## config.mk

```make
export PLATFORM = sky130hd
export DESIGN_NAME = pocbd_top
export DESIGN_NICKNAME = d
export VERILOG_FILES = /design/src/common/pocbd_pkg.sv /design/src/rtl/pocbd_top.sv
export SDC_FILE = /design/constraint.sdc
export NUM_CORES = 1
export LEC_CHECK = 0
export BUFFER_PORTS_ARGS = -buffer_cell sky130_fd_sc_hd__buf_2
export CORE_ASPECT_RATIO = 0.5
export CORE_MARGIN = 2
export CORE_UTILIZATION = 45
export CTS_CLUSTER_SIZE = 30
export DETAILED_ROUTE_END_ITERATION = 12
export PLACE_DENSITY = 0.67
export SYNTH_ARGS = -nofsm -noshare
export SYNTH_HDL_FRONTEND = slang
export SYNTH_SLANG_ARGS = --single-unit
```

## constraint.sdc

```tcl
create_clock -name clk_sys -period 2.65 [get_ports clk_sys]
set_input_delay 0.3975 -clock clk_sys [delete_from_list [all_inputs] [get_ports clk_sys]]
set_output_delay 0.3975 -clock clk_sys [all_outputs]
set_load 0.01 [all_outputs]
```

## src/common/pocbd_pkg.sv

```systemverilog
// Summary of operation
// - Low option: hold reset until above clear
// - Dual option: hold reset until above high
// - Low option: reset follows clear comparator
// - Dual option: assert below low, release high
// - Dual option: fast rise adds stabilisation wait
// - Control bit 2 selects supply or pin
// - Control bit 1 selects interrupt or reset
// - Reset action: reset while input below
// - Interrupt action: interrupt on both edges
// - Control bit 0 reads below-threshold state
// - Detector reset sets cause bit 0
// - Two supply levels; pin threshold fixed
// - Detector keeps running in stop mode
// - Enable bit starts comparator, 10 us settle; code masks the reset action for one cycle only
// - Non-detector reset clears enable, action, source
// - Power-on clear zeroes reset-cause register
package pocbd_pkg;
   localparam logic [3:0] ADR_CTRL = 4'h0;
   localparam logic [3:0] ADR_LEVEL = 4'h4;
   localparam logic [3:0] ADR_CAUSE = 4'h8;
   localparam logic [3:0] ADR_IRQ_STAT = 4'hC;
   localparam logic [5:0] ADR_IRQ_MASK = 6'h10;
   localparam int CTRL_FLAG = 0;
   localparam int CTRL_ACTION = 1;
   localparam int CTRL_SOURCE = 2;
   localparam int CTRL_ENABLE = 7;
   localparam int CAUSE_BROWN = 0;
   localparam int CAUSE_WDOG = 4;
   localparam int IRQ_FALL = 0;
   localparam int IRQ_RISE = 1;
   localparam logic [7:0] CTRL_RESET = 8'h00;
   localparam logic [7:0] CAUSE_RESET = 8'h00;
   localparam int CLK_MHZ = 125;
   localparam int FAST_RISE_US = 1930;
   localparam int STAB_WAIT_US = 5390;
   localparam int FAST_RISE_CYC = FAST_RISE_US * CLK_MHZ;
   localparam int STAB_WAIT_CYC = STAB_WAIT_US * CLK_MHZ;
endpackage : pocbd_pkg

```

## src/rtl/pocbd_top.sv

```systemverilog
// Our own choices: the register addresses and the Wishbone interface to the registers.
`timescale 1ns/1ns
module pocbd_top
   import pocbd_pkg::*;
#(
   parameter int FAST_RISE = FAST_RISE_CYC,
   parameter int STAB_WAIT = STAB_WAIT_CYC
) (
   input wire logic clk_sys,
   input wire logic srst,
   input wire logic threshold_option_bit,
   input wire logic above_clear_async,
   input wire logic above_high_async,
   input wire logic supply_above_async,
   input wire logic pin_above_async,
   input wire logic watchdog_reset,
   input wire logic [5:0] wb_adr_i,
   input wire logic [31:0] wb_dat_i,
   input wire logic [3:0] wb_sel_i,
   input wire logic wb_we_i,
   input wire logic wb_cyc_i,
   input wire logic wb_stb_i,
   output logic [31:0] wb_dat_o,
   output logic wb_ack_o,
   output logic internal_reset,
   output logic detector_interrupt,
   output logic irq,
   output logic supply_level_select
);
   typedef enum logic [1:0] {PS_OFF, PS_RISING, PS_WAIT, PS_RUN} pocbd_por_e;
   localparam logic [5:0] ADR_MASK_FULL = ADR_IRQ_MASK;

   pocbd_por_e por_state;
   logic [3:0] sync_a, sync_b, sync_c;
   logic above_clear, above_high, supply_above, pin_above;
   logic detector_enable_bit, detect_action_select, detect_source_select;
   logic brownout_cause_flag, watchdog_cause_flag;
   logic [1:0] irq_stat, irq_mask;
   logic [31:0] fast_cnt, wait_cnt;
   logic below_sel, below_prev, flag_valid;
   logic por_reset, brown_reset;
   logic wr, rd_cause;

   // Unanimous vote of second and third stage
   function automatic logic agree(input logic b, input logic c, input logic prev);
      agree = (b == c) ? b : prev;
   endfunction : agree

   always_ff @(posedge clk_sys) begin
      sync_a <= {above_clear_async, above_high_async, supply_above_async, pin_above_async};
      sync_b <= sync_a;
      sync_c <= sync_b;
   end

   always_ff @(posedge clk_sys) begin
      if (srst) begin
         {above_clear, above_high, supply_above, pin_above} <= 4'h0;
      end else begin
         above_clear <= agree(sync_b[3], sync_c[3], above_clear);
         above_high <= agree(sync_b[2], sync_c[2], above_high);
         supply_above <= agree(sync_b[1], sync_c[1], supply_above);
         pin_above <= agree(sync_b[0], sync_c[0], pin_above);
      end
   end

   always_ff @(posedge clk_sys) begin
      if (srst) begin
         por_state <= PS_OFF;
         fast_cnt <= 32'h0;
         wait_cnt <= 32'h0;
      end else if (!above_clear) begin
         por_state <= PS_OFF;
      end else begin
         case (por_state)
            PS_OFF: begin
               fast_cnt <= 32'h0;
               wait_cnt <= 32'h0;
               por_state <= threshold_option_bit ? PS_RISING : PS_RUN;
            end
            PS_RISING: begin
               if (above_high) begin
                  por_state <= (fast_cnt < 32'(FAST_RISE)) ? PS_WAIT : PS_RUN;
               end else begin
                  fast_cnt <= fast_cnt + 32'h1;
               end
            end
            PS_WAIT: begin
               if (wait_cnt >= 32'(STAB_WAIT) - 32'h1) begin
                  por_state <= PS_RUN;
               end else begin
                  wait_cnt <= wait_cnt + 32'h1;
               end
            end
            PS_RUN: por_state <= PS_RUN;
            default: por_state <= PS_OFF;
         endcase
      end
   end

   assign por_reset = (por_state != PS_RUN);
   // source select; pin threshold is fixed
   assign below_sel = detector_enable_bit & ~(detect_source_select ? pin_above : supply_above);
   assign brown_reset = below_sel & detect_action_select & flag_valid;

   // reset action ignores comparator for one cycle after enable; interrupt path is not masked
   always_ff @(posedge clk_sys) begin
      if (srst) begin
         flag_valid <= 1'b0;
      end else begin
         flag_valid <= detector_enable_bit;
      end
   end

   assign wr = wb_cyc_i & wb_stb_i & wb_we_i & ~wb_ack_o & wb_sel_i[0];
   // Full decode so an alias of the cause offset cannot clear it
   assign rd_cause = wb_cyc_i & wb_stb_i & ~wb_we_i & ~wb_ack_o & (wb_adr_i == {2'b00, ADR_CAUSE});

   always_ff @(posedge clk_sys) begin
      if (srst || por_reset || watchdog_reset) begin
         detector_enable_bit <= CTRL_RESET[CTRL_ENABLE];
         detect_action_select <= CTRL_RESET[CTRL_ACTION];
         detect_source_select <= CTRL_RESET[CTRL_SOURCE];
         supply_level_select <= 1'b0;
      end else if (wr && wb_adr_i == {2'b00, ADR_CTRL}) begin
         detector_enable_bit <= wb_dat_i[CTRL_ENABLE];
         detect_action_select <= wb_dat_i[CTRL_ACTION];
         detect_source_select <= wb_dat_i[CTRL_SOURCE];
      end else if (wr && wb_adr_i == {2'b00, ADR_LEVEL}) begin
         supply_level_select <= wb_dat_i[0];
      end
   end

   // power-on clear zeroes cause; read also clears
   always_ff @(posedge clk_sys) begin
      if (srst || por_reset) begin
         brownout_cause_flag <= CAUSE_RESET[CAUSE_BROWN];
         watchdog_cause_flag <= CAUSE_RESET[CAUSE_WDOG];
      end else begin
         if (brown_reset) begin
            brownout_cause_flag <= 1'b1;
         end else if (rd_cause) begin
            brownout_cause_flag <= 1'b0;
         end
         if (watchdog_reset) begin
            watchdog_cause_flag <= 1'b1;
         end else if (rd_cause) begin
            watchdog_cause_flag <= 1'b0;
         end
      end
   end

   // no stop gating, runs every clock
   always_ff @(posedge clk_sys) begin
      if (srst) begin
         below_prev <= 1'b0;
         detector_interrupt <= 1'b0;
         irq_stat <= 2'h0;
         irq_mask <= 2'h0;
      end else begin
         below_prev <= below_sel;
         detector_interrupt <= ~detect_action_select & (below_sel != below_prev);
         if (wr && wb_adr_i == ADR_MASK_FULL) begin
            irq_mask <= wb_dat_i[1:0];
         end
         // Set wins over write-one clear
         irq_stat[IRQ_FALL] <= (~detect_action_select & below_sel & ~below_prev)
            | (irq_stat[IRQ_FALL] & ~(wr && wb_adr_i == {2'b00, ADR_IRQ_STAT} && wb_dat_i[IRQ_FALL]));
         irq_stat[IRQ_RISE] <= (~detect_action_select & ~below_sel & below_prev)
            | (irq_stat[IRQ_RISE] & ~(wr && wb_adr_i == {2'b00, ADR_IRQ_STAT} && wb_dat_i[IRQ_RISE]));
      end
   end

   always_ff @(posedge clk_sys) begin
      if (srst) begin
         irq <= 1'b0;
         internal_reset <= 1'b1;
      end else begin
         irq <= |(irq_stat & irq_mask);
         internal_reset <= por_reset | brown_reset;
      end
   end

   // Single-wait-state slave; unmapped reads return zero
   always_ff @(posedge clk_sys) begin
      if (srst) begin
         wb_ack_o <= 1'b0;
         wb_dat_o <= 32'h0;
      end else begin
         wb_ack_o <= wb_cyc_i & wb_stb_i & ~wb_ack_o;
         case (wb_adr_i)
            {2'b00, ADR_CTRL}: wb_dat_o <= {24'h0, detector_enable_bit, 4'h0, detect_source_select,
               detect_action_select, below_sel};
            {2'b00, ADR_LEVEL}: wb_dat_o <= {31'h0, supply_level_select};
            {2'b00, ADR_CAUSE}: wb_dat_o <= {27'h0, watchdog_cause_flag, 3'h0, brownout_cause_flag};
            {2'b00, ADR_IRQ_STAT}: wb_dat_o <= {30'h0, irq_stat};
            ADR_MASK_FULL: wb_dat_o <= {30'h0, irq_mask};
            default: wb_dat_o <= 32'h0;
         endcase
      end
   end
endmodule : pocbd_top

```

==> results list <==
- The run finished with clean final reports.
- The floorplan step defined a die boundary enclosing 10920 sq um.
* Hpwl dp: 5888 microns
- The floorplan step set the die width to 145.8 microns.
* Part of the total power dissipated in the clock network: 0.443
* Boundary pin count: 90
- Min-delay worst type: in2reg
- Of the total power, registers draw 0.507.
* Endpoint class of the critical path: register
* Net switching component of the power: 0.7375 mW
- Clock tree synthesis selected as its root buffer the cell clkbuf_16.
- Min cycle time layout: 2.445 ns
- For this run, the slowest stage of the critical path takes 0.64 ns.
- The floorplan has 25 rows.
* Count of buffers from port buffering: 31
* Leak Pwr: 1.966 nW
- Critical path start-end classification: reg2reg
* Number of diodes: 0
- Logic gate share of total power: 0.050
- First-pass GRT wire length: 13770 microns
- The H-tree was split into 3 levels.
- Compared with the post-synthesis result, the final layout area differs by 12.78%.
- Leaving out fill and tap cells, the most frequent cell in the layout is dfxtp_1.
* Reg-to-reg critical path startpoint: wait_cnt[19]
- The worst-case IR drop observed on VDD is 0.3948 mV.
- Unique masters post-synth: 52
- Max Fanout on Critical Path: 23
- The number of antenna violations at the first check in global routing was 0.
- Before antenna repair, the detailed router went through 4 iterations.
- Largest net degree at the start of global routing: 31
* Required time at the endpoint of the critical path: 2.91 ns
- The clock net in this run drives a total of 103 sinks.
- From bottom edge to top edge, the die measures 74.90 microns.
* Layout fillers: 877
- Drt via density: 5.065
- Number of design rule violations left after detail routing: 0
- Switching part of the total power: 0.2372
* YS warnings: 0
* Via count of the first global-routing pass: 3022
- Count of buffers added by post-CTS timing repair for setup: 0
- The cell area that synthesis handed to floorplanning was 4524 sq um.
- Number of nets at the end of the flow: 607
* Mean post-synth cell area: 8.871 sq um
- Clock skew on the completed layout was measured at 0.007058 ns.
* Most instantiated flip-flop cell in the synthesis netlist: dfxtp_1
* Fraction of registers with async set/reset: 0
* Buffer depth of the longest clock path: 2
- Leaving out fill and tap cells, the most frequent cells in the layout are dfxtp_1 (103), nor2_1 (51), nand2_1 (48).
- In this run the most critical hold path is launched from pin_above_async.
- The signal on the critical path passes through inv_1 -> or4b_1 -> a41o_1 -> nor2_2 -> buf_4 -> nor3_1 -> o21a_1.
* Iteration-0 DRC count of the detailed router: 204
* Clock network latency to the later pin of the worst-skew pair: 0.35 ns
- The synthesized design contains 103 register bits.
- Total power consumption of the routed design: 3.109 mW
* Area taken by multi-input logic gates: 2263 sq um
- In this run the power density over the cells is 609.4 nW/um^2.
- The final route contains 3495 vias.
- Synthesis produced a netlist whose cell count is 510.
- Crit-path slowest cell: nor2_2
- Gates resized, CTS repair: 0
- Number of buffers inserted for hold repair after clock tree synthesis: 0
- Number of max-slew violations in the final report: 0
- At the pin with the least slew margin, the transition time is 0.8223 ns.
- In the finished design, the share of the clock period the worst path needs comes to 0.9226.
- Std-Cell Core Area: 9603 sq um
* Global router's overall resource usage: 0.1583
* Total congestion overflow: 0
* Worst Setup Slack post-DPL: 0.2321 ns
* Hold Fails Final Rpt: 0
- Worst relative slew slack: 0.4512
- Clock-pin slew was measured on the worst setup and hold paths at 0.07 ns.
- TritonCTS built the clock tree.
* Total detailed-routing wirelength: 8397 microns
- Across the run, the number of max-cap violations was 0.
* Endpoint arrival time on the critical path: 2.70 ns
- Upper clock frequency limit: 0.4090 GHz
* Setup violations, final: 0
- Startpoint of the most critical setup path: wait_cnt[19]
- Once detail routing completed, the nets flagged for antenna violations numbered 0.
* Placer congestion estimate: 0.8142
- The worst setup path is launched from a register.
- The synthesized design contains 0 enable-type register cells.
* Ratio of cells with drive above 1 in the final layout: 0.1243
- TritonCTS Buffers: 9
- Post-route worst setup slack: 0.2051 ns
- Dividing the detail-routed wire length by the instance count gives 12.17 microns.
- Storage cell area: 2062 sq um
- On the final layout, the worst hold slack is 0.1403 ns.
- After detailed placement, the total cell area comes to 4786 sq um.
* Final std cell area, no fill: 5102 sq um
- In the final timing run, aggregate negative setup slack is 0 ns.
- For this configuration, the core starts out at a cell density of 0.4711.
- Internal power consumption: 2.372 mW
* Unrepaired setup endpoints after global routing: no
- Sequential element share of the synthesized area: 0.4558
[through the flow]
step,std cells,util
6_report,690,0.5313
3_3_place_gp,674,0.4984
2_1_floorplan,536,-
4_1_cts,690,0.5313
3_5_place_dp,674,0.4984
5_1_grt,690,0.5313
[power by group through the flow]
stage	registers [mW]	clock network, mW	logic, mW
2_1_floorplan	1.61	0	0.134
3_3_place_gp	1.61	0	0.153
3_5_place_dp	1.61	0	0.154
4_1_cts	1.58	1.41	0.154
5_1_grt	1.58	1.46	0.172
6_report	1.58	1.38	0.154
[per-layer routing]
metal / share of wire / vias to the layer above / GRT usage
li1: - / 1823 / -
met1: 0.52 / 1577 / 0.2044
met2: 0.42 / 82 / 0.2516
met3: 0.047 / 13 / 0.04788
met4: 0.017 / 0 / 0.06972
met5: 0 / - / 0
[critical path: cells and delay by family, from the launching register on]
| kind | cells | cell delay, ns |
|---|---|---|
| AO/OA/AOI/OAI | 2 | 0.44 |
| buffers and inverters | 2 | 0.32 |
| flip-flops | 1 | 0.38 |
| AND/OR/NAND/NOR | 3 | 1.19 |
[path summary, 6_finish.rpt]
check / to / slack [ns] / depth (start not counted)
max: wait_cnt[2] / 0.21 / 7
max reg2reg: wait_cnt[2] / 0.21 / 7
min reg2reg: sync_b[1] / 0.33 / 0
min: sync_a[0] / 0.14 / 1
[cell families after synthesis]
logic type	share of synthesized area
simple gates	0.2846
flops	0.4558
compound gates	0.1023
buf+inv	0.06554
xor+xnor	0.06001
mux	0.01991
fa+ha+maj	0.01106
other cells	0.0008289
[registers in the layout, indices dropped and copies added (netlist names), 2 cells and up]
name / count
por_state: 2
wb_dat_o: 5
irq_stat: 2
sync_c: 4
sync_a: 4
wait_cnt: 32
fast_cnt: 32
sync_b: 4
irq_mask: 2
[cells in the mapped netlist (2+ instances only)]
library cell	count	area [sq um]
o21a_1	4	30.03
a21oi_1	25	125.1
nor4_1	10	62.56
dfxtp_1	103	2062
or2_2	3	18.77
and2_1	15	93.84
xnor2_1	7	61.31
nor3b_1	2	15.01
nor3_1	7	35.03
buf_4	28	210.2
nor2b_1	8	50.05
and4_1	5	43.79
nand3b_1	2	15.01
o31ai_1	6	45.04
or4_1	8	60.06
o21ai_1	7	35.03
nand3_1	23	115.1
a22oi_1	2	15.01
clkbuf_1	10	37.54
ha_1	4	50.05
and3_1	17	106.4
o211ai_1	7	52.55
or3_1	9	56.30
inv_1	9	33.78
nor2_1	51	191.4
nor4b_1	2	17.52
xor2_1	24	210.2
mux2i_1	9	90.09
nand4_1	10	62.56
nand2b_1	8	50.05
nand2_1	48	180.2
or4b_1	2	20.02
o21ai_0	16	80.08
[cell type report]
class / count / area share
clock buffer: 9 / 0.04414
clock inverter: 7 / 0.01790
inverter: 9 / 0.006621
multi-input combinational: 384 / 0.4436
sequential: 103 / 0.4041
tap: 135 / 0.03310
timing repair buffer: 43 / 0.05051
No activity file was read; power rests on OpenSTA's default activity.
